### src/verilog/cmpdac_consts.svh
// Overview of operation
// - Level register bits 4-0 pick one of 32 reference ladder taps.
// - Level register bits 7-5 are unimplemented and read zero.
// - All implemented reference bits are read/write and clear to zero on reset.
// - Positive source field bits 3-2: 00 supply, 01 reference pin, 10 buffer, 11 reserved.
// - Reference control bits 4 and 1 read back as zero.
// - Raw comparison is high when non-inverting input exceeds inverting input.
// - Two independent comparators, each with its own pair of control registers.
// - Enable bit runs the comparator; clearing it powers the comparator down.
// - Result readable in each control A register and in a shared mirror register.
// - Pin carries result only with drive bit set, direction output, comparator on.
// - With drive bit set the result replaces the port latch value on the pin.
// - Enable bit does not change whether the pin override is in effect.
// - Internal result registered every cycle; pin path adds no register.
// - Reported result equals raw comparison XOR the invert bit while enabled, and the invert bit alone while disabled.
// - Two-bit positive input select: pin, reference output, buffer, ground.
// - Enabled rising or falling result edges set a flag that software clears.
`ifndef CMPDAC_CONSTS_SVH
`define CMPDAC_CONSTS_SVH

// ****************************************************************
// Register byte offsets
// ****************************************************************
`define CMPDAC_OFS_DAC_CTRL   6'h00
`define CMPDAC_OFS_DAC_LEVEL  6'h04
`define CMPDAC_OFS_CMP1_A     6'h08
`define CMPDAC_OFS_CMP1_B     6'h0C
`define CMPDAC_OFS_CMP2_A     6'h10
`define CMPDAC_OFS_CMP2_B     6'h14
`define CMPDAC_OFS_MIRROR     6'h18
`define CMPDAC_OFS_IRQ_STAT   6'h1C
`define CMPDAC_OFS_IRQ_MASK   6'h20

// ****************************************************************
// Field positions
// ****************************************************************
`define CMPDAC_DAC_ON_BIT     7
`define CMPDAC_DAC_LPS_BIT    6
`define CMPDAC_DAC_DRV_BIT    5
`define CMPDAC_DAC_PSS_HI     3
`define CMPDAC_DAC_PSS_LO     2
`define CMPDAC_DAC_NSS_BIT    0
`define CMPDAC_LEVEL_HI       4
`define CMPDAC_CMP_ON_BIT     7
`define CMPDAC_CMP_RES_BIT    6
`define CMPDAC_CMP_DRV_BIT    5
`define CMPDAC_CMP_INV_BIT    4
`define CMPDAC_CMP_RISE_BIT   7
`define CMPDAC_CMP_FALL_BIT   6
`define CMPDAC_CMP_PSEL_HI    1

// ****************************************************************
// Reset values and bus answers
// ****************************************************************
`define CMPDAC_RST_REG        8'h00
`define CMPDAC_RESP_OKAY      2'h0
`define CMPDAC_RESP_SLVERR    2'h2
`define CMPDAC_SYNC_STAGES    2

`endif

### src/verilog/cmpdac_pkg.sv
`default_nettype none
package cmpdac_pkg;

  typedef struct packed {
    logic       on;
    logic       lowpower_side_sel;
    logic       pin_drive;
    logic [1:0] pos_source_sel;
    logic       neg_source_sel;
    logic [4:0] level;
  } cmpdac_dac_cfg_t;

  typedef struct packed {
    logic       on;
    logic       pin_drive;
    logic       invert;
    logic       rise_irq_on;
    logic       fall_irq_on;
    logic [1:0] pos_input_sel;
  } cmpdac_cmp_cfg_t;

  typedef enum logic [1:0] {
    CMPDAC_WR_IDLE = 2'b01,
    CMPDAC_WR_RESP = 2'b10
  } cmpdac_wr_state_t;

  typedef enum logic [1:0] {
    CMPDAC_RD_IDLE = 2'b01,
    CMPDAC_RD_DATA = 2'b10
  } cmpdac_rd_state_t;

endpackage : cmpdac_pkg
`default_nettype wire

### src/verilog/cmpdac_sync.sv
`timescale 1ns/1ps
`default_nettype none
module cmpdac_sync #(
  parameter int WIDTH = 2
) (
  input  wire logic             aclk,
  input  wire logic             aresetn,
  input  wire logic [WIDTH-1:0] async_in,
  output var  logic [WIDTH-1:0] sync_out
);
  logic [WIDTH-1:0] meta_q;

  // First stage feeds only the second stage
  always_ff @(posedge aclk) begin
    if (!aresetn) begin
      meta_q   <= '0;
      sync_out <= '0;
    end else begin
      meta_q   <= async_in;
      sync_out <= meta_q;
    end
  end
endmodule : cmpdac_sync
`default_nettype wire

### src/verilog/cmpdac_chan.sv
`timescale 1ns/1ps
`default_nettype none
module cmpdac_chan
  import cmpdac_pkg::*;
(
  input  wire logic            aclk,
  input  wire logic            aresetn,
  input  wire cmpdac_cmp_cfg_t cfg,
  input  wire logic            raw_sync,
  output var  logic            result_q,
  output logic                 edge_set
);
  logic result_d;
  logic rise;
  logic fall;

  // A disabled comparator has its raw level masked low here, whatever level the analog side shows
  assign result_d = (raw_sync & cfg.on) ^ cfg.invert;
  assign rise     = result_d & ~result_q;
  assign fall     = ~result_d & result_q;
  assign edge_set = (rise & cfg.rise_irq_on) | (fall & cfg.fall_irq_on);

  always_ff @(posedge aclk) begin
    if (!aresetn) begin
      result_q <= 1'b0;
    end else begin
      result_q <= result_d;
    end
  end
endmodule : cmpdac_chan
`default_nettype wire

### src/verilog/cmpdac_top.sv
`timescale 1ns/1ps
`default_nettype none
`include "cmpdac_consts.svh"
module cmpdac_top
  import cmpdac_pkg::*;
#(
  parameter int ADDR_W  = 6,
  parameter int NUM_CMP = 2
) (
  input  wire logic               aclk,
  input  wire logic               aresetn,
  // AXI4-Lite slave
  input  wire logic [ADDR_W-1:0]  s_axi_awaddr,
  input  wire logic [2:0]         s_axi_awprot,
  input  wire logic               s_axi_awvalid,
  output logic                    s_axi_awready,
  input  wire logic [31:0]        s_axi_wdata,
  input  wire logic [3:0]         s_axi_wstrb,
  input  wire logic               s_axi_wvalid,
  output logic                    s_axi_wready,
  output var  logic [1:0]         s_axi_bresp,
  output var  logic               s_axi_bvalid,
  input  wire logic               s_axi_bready,
  input  wire logic [ADDR_W-1:0]  s_axi_araddr,
  input  wire logic [2:0]         s_axi_arprot,
  input  wire logic               s_axi_arvalid,
  output logic                    s_axi_arready,
  output var  logic [31:0]        s_axi_rdata,
  output var  logic [1:0]         s_axi_rresp,
  output var  logic               s_axi_rvalid,
  input  wire logic               s_axi_rready,
  // Analog side
  input  wire logic [NUM_CMP-1:0] cmp_raw,
  output cmpdac_cmp_cfg_t         cmp_cfg [NUM_CMP],
  output cmpdac_dac_cfg_t         dac_cfg,
  // Port pins
  input  wire logic [NUM_CMP-1:0] pin_direction,
  input  wire logic [NUM_CMP-1:0] port_latch,
  output logic [NUM_CMP-1:0]      cmp_pin_out,
  output logic [NUM_CMP-1:0]      cmp_pin_oe,
  // Interrupt
  output logic                    irq
);

  // ****************************************************************
  // Elaboration checks
  // ****************************************************************
  // The register map reserves exactly two comparator slots
  generate
    if (NUM_CMP != 2) begin : g_bad_num
      $error("cmpdac_top: NUM_CMP must be 2");
    end
    if (ADDR_W < 6) begin : g_bad_addr
      $error("cmpdac_top: ADDR_W must be at least 6");
    end
    if (`CMPDAC_SYNC_STAGES != 2) begin : g_bad_sync
      $error("cmpdac_top: the synchroniser has exactly two stages");
    end
  endgenerate

  // ****************************************************************
  // Address decode
  // ****************************************************************
  function automatic logic [8:0] cmpdac_decode(input logic [ADDR_W-1:0] addr);
    logic [8:0] hit;
    hit = 9'h000;
    if ((addr >> 6) == '0) begin
      case (addr[5:0])
        `CMPDAC_OFS_DAC_CTRL:  hit = 9'h001;
        `CMPDAC_OFS_DAC_LEVEL: hit = 9'h002;
        `CMPDAC_OFS_CMP1_A:    hit = 9'h004;
        `CMPDAC_OFS_CMP1_B:    hit = 9'h008;
        `CMPDAC_OFS_CMP2_A:    hit = 9'h010;
        `CMPDAC_OFS_CMP2_B:    hit = 9'h020;
        `CMPDAC_OFS_MIRROR:    hit = 9'h040;
        `CMPDAC_OFS_IRQ_STAT:  hit = 9'h080;
        `CMPDAC_OFS_IRQ_MASK:  hit = 9'h100;
        default:               hit = 9'h000;
      endcase
    end
    return hit;
  endfunction : cmpdac_decode

  // ****************************************************************
  // Write channel
  // ****************************************************************
  cmpdac_wr_state_t  wr_state_q;
  cmpdac_wr_state_t  wr_state_d;
  logic              aw_held_q;
  logic              w_held_q;
  logic [ADDR_W-1:0] awaddr_q;
  logic [7:0]        wdata_q;
  logic              wstrb0_q;
  logic              wr_fire;
  logic [8:0]        wr_hit;
  logic              wr_en;
  logic [7:0]        wd;
  logic              wr_dac_ctrl;
  logic              wr_dac_level;
  logic              wr_irq_stat;
  logic              wr_irq_mask;
  logic              wr_miss;

  // Address and data may arrive in either order; each is held until both exist
  assign s_axi_awready = (wr_state_q == CMPDAC_WR_IDLE) && !aw_held_q;
  assign s_axi_wready  = (wr_state_q == CMPDAC_WR_IDLE) && !w_held_q;
  assign wr_fire       = (wr_state_q == CMPDAC_WR_IDLE) && aw_held_q && w_held_q;
  assign wr_hit        = cmpdac_decode(awaddr_q);
  assign wr_en         = wr_fire && wstrb0_q;
  assign wd            = wdata_q;
  assign wr_dac_ctrl   = wr_en && wr_hit[0];
  assign wr_dac_level  = wr_en && wr_hit[1];
  assign wr_irq_stat   = wr_en && wr_hit[7];
  assign wr_irq_mask   = wr_en && wr_hit[8];
  // A hole in the map answers SLVERR and changes nothing
  assign wr_miss       = (wr_hit == 9'h000);

  always_comb begin
    wr_state_d = wr_state_q;
    case (wr_state_q)
      CMPDAC_WR_IDLE: if (wr_fire) wr_state_d = CMPDAC_WR_RESP;
      CMPDAC_WR_RESP: if (s_axi_bready) wr_state_d = CMPDAC_WR_IDLE;
      default:        wr_state_d = CMPDAC_WR_IDLE;
    endcase
  end

  always_ff @(posedge aclk) begin
    if (!aresetn) begin
      wr_state_q <= CMPDAC_WR_IDLE;
      aw_held_q  <= 1'b0;
      w_held_q   <= 1'b0;
      awaddr_q   <= '0;
      wdata_q    <= 8'h00;
      wstrb0_q   <= 1'b0;
    end else begin
      wr_state_q <= wr_state_d;
      if (s_axi_awvalid && s_axi_awready) begin
        aw_held_q <= 1'b1;
        awaddr_q  <= s_axi_awaddr;
      end else if (wr_fire) begin
        aw_held_q <= 1'b0;
      end
      if (s_axi_wvalid && s_axi_wready) begin
        w_held_q <= 1'b1;
        wdata_q  <= s_axi_wdata[7:0];
        wstrb0_q <= s_axi_wstrb[0];
      end else if (wr_fire) begin
        w_held_q <= 1'b0;
      end
    end
  end

  always_ff @(posedge aclk) begin
    if (!aresetn) begin
      s_axi_bvalid <= 1'b0;
      s_axi_bresp  <= `CMPDAC_RESP_OKAY;
    end else if (wr_fire) begin
      s_axi_bvalid <= 1'b1;
      s_axi_bresp  <= wr_miss ? `CMPDAC_RESP_SLVERR : `CMPDAC_RESP_OKAY;
    end else if (s_axi_bready) begin
      s_axi_bvalid <= 1'b0;
    end
  end

  // ****************************************************************
  // Control registers
  // ****************************************************************
  cmpdac_dac_cfg_t dac_q;
  cmpdac_cmp_cfg_t cmp_q [NUM_CMP];
  logic [7:0]      irq_mask_q;
  logic [7:0]      irq_stat_q;
  logic [7:0]      irq_stat_d;
  logic [7:0]      irq_set;
  logic [7:0]      stat_clr;

  // Only implemented fields are stored, so spare positions stay zero
  always_ff @(posedge aclk) begin
    if (!aresetn) begin
      dac_q <= '0;
    end else if (wr_dac_ctrl) begin
      dac_q.on                <= wd[`CMPDAC_DAC_ON_BIT];
      dac_q.lowpower_side_sel <= wd[`CMPDAC_DAC_LPS_BIT];
      dac_q.pin_drive         <= wd[`CMPDAC_DAC_DRV_BIT];
      dac_q.pos_source_sel    <= wd[`CMPDAC_DAC_PSS_HI:`CMPDAC_DAC_PSS_LO];
      dac_q.neg_source_sel    <= wd[`CMPDAC_DAC_NSS_BIT];
    end else if (wr_dac_level) begin
      dac_q.level <= wd[`CMPDAC_LEVEL_HI:0];
    end
  end

  assign dac_cfg = dac_q;

  genvar gi;
  // Each comparator owns two consecutive words: control A, then control B
  generate
    for (gi = 0; gi < NUM_CMP; gi++) begin : g_cmp_reg
      logic wr_ctrl_a;
      logic wr_ctrl_b;
      assign wr_ctrl_a = wr_en && wr_hit[2*gi+2];
      assign wr_ctrl_b = wr_en && wr_hit[2*gi+3];
      always_ff @(posedge aclk) begin
        if (!aresetn) begin
          cmp_q[gi] <= '0;
        end else if (wr_ctrl_a) begin
          cmp_q[gi].on        <= wd[`CMPDAC_CMP_ON_BIT];
          cmp_q[gi].pin_drive <= wd[`CMPDAC_CMP_DRV_BIT];
          cmp_q[gi].invert    <= wd[`CMPDAC_CMP_INV_BIT];
        end else if (wr_ctrl_b) begin
          cmp_q[gi].rise_irq_on   <= wd[`CMPDAC_CMP_RISE_BIT];
          cmp_q[gi].fall_irq_on   <= wd[`CMPDAC_CMP_FALL_BIT];
          cmp_q[gi].pos_input_sel <= wd[`CMPDAC_CMP_PSEL_HI:0];
        end
      end
      assign cmp_cfg[gi] = cmp_q[gi];
    end
  endgenerate

  always_ff @(posedge aclk) begin
    if (!aresetn) begin
      irq_mask_q <= `CMPDAC_RST_REG;
    end else if (wr_irq_mask) begin
      irq_mask_q <= {6'h00, wd[1:0]};
    end
  end

  // ****************************************************************
  // Comparator channels
  // ****************************************************************
  logic [NUM_CMP-1:0] raw_sync;
  logic [NUM_CMP-1:0] result;
  logic [NUM_CMP-1:0] edge_set;

  cmpdac_sync #(
    .WIDTH   (NUM_CMP)
  ) u_sync (
    .aclk    (aclk),
    .aresetn (aresetn),
    .async_in(cmp_raw),
    .sync_out(raw_sync)
  );

  generate
    for (gi = 0; gi < NUM_CMP; gi++) begin : g_chan
      cmpdac_chan u_chan (
        .aclk    (aclk),
        .aresetn (aresetn),
        .cfg     (cmp_q[gi]),
        .raw_sync(raw_sync[gi]),
        .result_q(result[gi]),
        .edge_set(edge_set[gi])
      );

      // Override follows the drive bit alone; a stopped comparator drives low
      assign cmp_pin_out[gi] = cmp_q[gi].pin_drive ? (cmp_q[gi].on & result[gi]) : port_latch[gi];
      assign cmp_pin_oe[gi]  = ~pin_direction[gi];
    end
  endgenerate

  // ****************************************************************
  // Interrupt status
  // ****************************************************************
  // A new edge in the clearing cycle keeps the flag set
  assign irq_set    = {6'h00, edge_set};
  assign stat_clr   = wr_irq_stat ? wd : 8'h00;
  assign irq_stat_d = (irq_stat_q & ~stat_clr) | irq_set;
  assign irq        = |(irq_stat_q & irq_mask_q);

  always_ff @(posedge aclk) begin
    if (!aresetn) begin
      irq_stat_q <= `CMPDAC_RST_REG;
    end else begin
      irq_stat_q <= irq_stat_d;
    end
  end

  // ****************************************************************
  // Read channel
  // ****************************************************************
  cmpdac_rd_state_t rd_state_q;
  logic [8:0]       rd_hit;
  logic [7:0]       rd_mux;
  logic [7:0]       dac_ctrl_rd;
  logic [7:0]       dac_level_rd;
  logic [7:0]       cmp_a_rd [NUM_CMP];
  logic [7:0]       cmp_b_rd [NUM_CMP];
  logic [7:0]       mirror_rd;
  logic             rd_miss;

  assign s_axi_arready = (rd_state_q == CMPDAC_RD_IDLE);
  assign rd_hit        = cmpdac_decode(s_axi_araddr);
  assign rd_miss       = (rd_hit == 9'h000);

  assign dac_ctrl_rd  = {dac_q.on, dac_q.lowpower_side_sel, dac_q.pin_drive, 1'b0,
                         dac_q.pos_source_sel, 1'b0, dac_q.neg_source_sel};
  assign dac_level_rd = {3'h0, dac_q.level};
  assign mirror_rd    = {6'h00, result};

  generate
    for (gi = 0; gi < NUM_CMP; gi++) begin : g_cmp_rd
      assign cmp_a_rd[gi] = {cmp_q[gi].on, result[gi], cmp_q[gi].pin_drive, cmp_q[gi].invert, 4'h0};
      assign cmp_b_rd[gi] = {cmp_q[gi].rise_irq_on, cmp_q[gi].fall_irq_on, 4'h0, cmp_q[gi].pos_input_sel};
    end
  endgenerate

  assign rd_mux = ({8{rd_hit[0]}} & dac_ctrl_rd)  |
                  ({8{rd_hit[1]}} & dac_level_rd) |
                  ({8{rd_hit[2]}} & cmp_a_rd[0])  |
                  ({8{rd_hit[3]}} & cmp_b_rd[0])  |
                  ({8{rd_hit[4]}} & cmp_a_rd[1])  |
                  ({8{rd_hit[5]}} & cmp_b_rd[1])  |
                  ({8{rd_hit[6]}} & mirror_rd)    |
                  ({8{rd_hit[7]}} & irq_stat_q)   |
                  ({8{rd_hit[8]}} & irq_mask_q);

  always_ff @(posedge aclk) begin
    if (!aresetn) begin
      rd_state_q   <= CMPDAC_RD_IDLE;
      s_axi_rvalid <= 1'b0;
      s_axi_rdata  <= 32'h0000_0000;
      s_axi_rresp  <= `CMPDAC_RESP_OKAY;
    end else begin
      case (rd_state_q)
        CMPDAC_RD_IDLE: begin
          if (s_axi_arvalid) begin
            rd_state_q   <= CMPDAC_RD_DATA;
            s_axi_rvalid <= 1'b1;
            s_axi_rdata  <= {24'h00_0000, rd_mux};
            s_axi_rresp  <= rd_miss ? `CMPDAC_RESP_SLVERR : `CMPDAC_RESP_OKAY;
          end
        end
        CMPDAC_RD_DATA: begin
          if (s_axi_rready) begin
            rd_state_q   <= CMPDAC_RD_IDLE;
            s_axi_rvalid <= 1'b0;
          end
        end
        default: begin
          rd_state_q   <= CMPDAC_RD_IDLE;
          s_axi_rvalid <= 1'b0;
        end
      endcase
    end
  end

endmodule : cmpdac_top
`default_nettype wire

### config.mk
export PLATFORM = sky130hd
export DESIGN_NAME = cmpdac_top
export DESIGN_NICKNAME = d
export VERILOG_FILES = /design/src/verilog/cmpdac_pkg.sv /design/src/verilog/cmpdac_sync.sv /design/src/verilog/cmpdac_chan.sv /design/src/verilog/cmpdac_top.sv
export VERILOG_INCLUDE_DIRS = /design/src /design/src/verilog
export SDC_FILE = /design/constraint.sdc
export NUM_CORES = 1
export LEC_CHECK = 0
export BUFFER_PORTS_ARGS = -buffer_cell sky130_fd_sc_hd__buf_2
export CAP_MARGIN = 0
export CORE_UTILIZATION = 54
export CTS_BUF_LIST = sky130_fd_sc_hd__clkbuf_2 sky130_fd_sc_hd__clkbuf_4 sky130_fd_sc_hd__clkbuf_8
export CTS_CLUSTER_DIAMETER = 80
export DETAILED_ROUTE_END_ITERATION = 7
export PLACE_DENSITY = 0.93
export SETUP_SLACK_MARGIN = 0.05
export SYNTH_ARGS = -nofsm -noshare
export SYNTH_HDL_FRONTEND = slang
export SYNTH_HIERARCHICAL = 1
export SYNTH_SLANG_ARGS = --single-unit
export TNS_END_PERCENT = 5
### constraint.sdc
create_clock -name aclk -period 3.1 [get_ports aclk]
set_clock_uncertainty 0.15 [all_clocks]
set_input_delay 0.155 -clock aclk [delete_from_list [all_inputs] [get_ports aclk]]
set_output_delay 0.155 -clock aclk [all_outputs]
set_load 0.1 [all_outputs]
==> flow_summary_export.csv <==
group,metric,value,unit
run_status,status,"finished clean",
layout,final_cells,550,
placed_design,gp_congestion,0.848,
pwr,total_power,2.30,mW
setup_path,r2r_slack,0.93,ns
global_route,grt_max_degree,59,
worst_hold_path,worst_hold_path_type,"in2reg",
setup_path,reg2regPathDepth,3,
cts,numClockSinks,73,
yosys,syn_area,3440,um2
yosys,synthArstFlopShare,0,
floorplan,start_util,0.572,
yosys,yosys-top-cells-area,"dfxtp_1, edfxtp_1, buf_4",
pwr,ir_drop,0.378,mV
sta,finalCritPeriodShare,0.699,
setup_path,crit_path_cell_trace,"and4b_1 > nand4b_1 > o21ai_0",
sta,final_max_slew_viol_count,0,
cts,cts_hold_buf,21,
worst_hold_path,hold_path_end,"w_held_q",
sta,setup_viol,0,
yosys,synth_top_area_cell,"dfxtp_1",
cts,ctsHtreeMaxLevel,3,
floorplan,coreArea,6030,um2
placed_design,place_area,3720,um2
pwr,leakage,1.77,nW
cts,cts_buffers,9,
layout,diodes,0,
sta,max_freq,462,MHz
global_route,gr-total-overflow,0,
yosys,synth-seq-cells,73,
drt,ant_nets,0,
sta,hold_viol_final,0,
cts,clk_pin_slew,0.07,ns
drt,drc,0,
drt,vias,3016,
setup_path,reg2reg_to,"cmp_q[1][0]",
setup_path,end_kind,"register",
setup_path,cp_max_fo,8,
setup_path,critical_path_class,"reg2reg",
yosys,synth.most_common_cell,"dfxtp_1",
sta,hold_slack,0.0187,ns
yosys,synth-seq-area-share,0.465,
yosys,yosys_most_used_dff,"dfxtp_1",
drt,wire_per_inst,14.9,um
pwr,power_density,558,nW/um2
placed_design,io_buffers,78,
setup_path,rr_startpoint,"wr_state_q[0]",
yosys,synth_commonest_cells,"dfxtp_1, nand2_1, buf_4",
layout,final_area,4130,um2
sta,layout_setup_ws,0.934,ns
placed_design,preCtsSetupSlack,0.975,ns
drt,wirelength,8.22,mm
drt,drt-pass1-iter-count,5,
floorplan,die_w,81.9,um
yosys,yosysWarnings,6,
drt,drtIter0Drc,240,
setup_path,crit_slowest_cell,"o21ai_0",
cts,clk_latency,0.34,ns
cts,cts.path.max_buffers,2,
placed_design,placed_cells,513,
yosys,synthDistinctLibCells,48,
cts,cts_tree,"yes",
job,maxCapViolCount,0,
floorplan,die_h,81.9,um
cts,cts_root_buffer,"clkbuf_8",
layout,utilization,0.685,
drt,via_per_inst,5.48,
global_route,first_global_vias,2834,
placed_design,dp_hpwl,5.60,mm
layout,fillCellCount,480,
global_route,grt_pass1_wl,13.1,mm
sta,maxSlewHeadroom,0.515,
cts,cts_resized,0,
global_route,grtUsageTotal,0.263,
yosys,synth-edff-count,14,
setup_path,slowest_delay,0.61,ns
floorplan,ios,138,
setup_path,critPathArrivalTime,1.99,ns
global_route,antenna_found_initial,0,
sta,setup_tns,0,ns
layout,nets,537,
worst_hold_path,hp-start,"s_axi_wvalid",
floorplan,die_area,6700,um2
setup_path,crit_required,2.93,ns
layout,syn2layout_area_growth,19.9,%
floorplan,num_rows,28,
sta,fin_crit,2.17,ns
layout,drive_gt1_frac,0.232,
yosys,synth_top_area_frac,0.343,
yosys,synth_cells,384,
cts,post_cts.repair.setup_buffers,0,
sta,rsz0062_at_grt,"no",
yosys,syn_area_per_cell,8.97,um2
worst_hold_path,hold-path-cell-count,3,
sta,worst_pin_slew,0.723,ns
setup_path,startpoint_type,"register",
-- report_power, final --
| group | leakage [nW] | switching, mW | total, mW | internal (mW) |
|---|---|---|---|---|
| logic | 1.03 | 0.434 | 0.536 | 0.102 |
| registers | 0.626 | 0.0421 | 1.05 | 1.01 |
| clock network | 0.106 | 0.335 | 0.720 | 0.385 |
-- final cells by class --
| class | instances | area [um2] | share of cell area |
|---|---|---|---|
| Inverter | 14 | 52.6 | 0.0127 |
| Multi-Input combinational cell | 270 | 1560 | 0.378 |
| Tap cell | 75 | 93.8 | 0.0227 |
| Timing Repair Buffer | 102 | 623 | 0.151 |
| Clock buffer | 14 | 186 | 0.0451 |
| Clock inverter | 2 | 10.0 | 0.00242 |
| Sequential cell | 73 | 1600 | 0.388 |
-- kinds of logic (layout without fill, tap and decap cells) --
| group | count (synthesis) | in the layout | synth area share |
|---|---|---|---|
| flip-flops | 73 | 73 | 0.465 |
| other | 1 | 26 | 0.00109 |
| multiplexers | 17 | 17 | 0.0505 |
| buffers and inverters | 66 | 132 | 0.110 |
| AND/OR/NAND/NOR | 144 | 144 | 0.225 |
| AO/OA/AOI/OAI | 81 | 81 | 0.139 |
| XOR/XNOR | 2 | 2 | 0.00944 |
-- placed cells by master (no fill, tap or decap), types with 2 or more instances in the layout --
cell,n
clkbuf_8,13
nand3b_1,2
and4b_1,2
a21oi_1,24
mux2i_1,14
nand2b_1,5
edfxtp_1,14
nand2_2,2
o211ai_1,2
inv_1,13
o31ai_1,2
nor3b_1,4
conb_1,26
dlygate4sd3_1,21
and2_1,15
nor3_1,7
nor2_1,17
a22o_1,4
buf_2,78
a211o_1,2
a22oi_1,4
nor4_4,2
nor3b_2,2
nor2b_1,4
nand2_1,49
mux2_2,3
and3_1,2
nand4b_1,2
xor2_2,2
o21ai_0,29
dfxtp_1,59
clkinv_2,2
a31oi_1,8
buf_4,3
nand3_1,19
nor4_1,5
-- how the worst max path moves through the flow --
stage	startpoint	end	cells after the start
2_1_floorplan	cmp_q[1][5]	cmp_pin_out[1]	1
3_3_place_gp	aw_held_q	cmp_q[1][1]	3
3_5_place_dp	wr_state_q[0]	cmp_q[1][1]	3
4_1_cts	wr_state_q[0]	cmp_q[1][1]	3
5_1_grt	wr_state_q[0]	cmp_q[1][1]	3
6_report	wr_state_q[0]	cmp_q[1][0]	3
-- critical path, delay by kind of cell, from the launching register on --
kind            cells  cell delay (ns)
simple gates        2             0.63
flops               1             0.41
compound gates      1             0.61
-- flip-flops by register name, indices dropped and copies added (netlist names) --
name                    flops
s_axi_rdata                 8
wd                          8
u_sync/sync_out             2
wstrb0_q                    1
s_axi_rresp                 1
awaddr_q                    6
irq_mask_q                  2
wr_state_q                  2
s_axi_bresp                 1
w_held_q                    1
g_chan.u_chan/result_q      2
s_axi_bvalid                1
irq_stat_q                  8
aw_held_q                   1
cmp_q                      14
s_axi_rvalid                1
u_sync/meta_q               2
dac_cfg                    11
rd_state_q                  1
-- routing by layer --
layer	track usage	up-vias	routed length, um
li1	-	1453	-
met1	0.323	1392	3330
met2	0.441	147	4040
met3	0.0578	24	639
met4	0.116	0	206
met5	0	-	0
(Power assumes the default switching activity.)
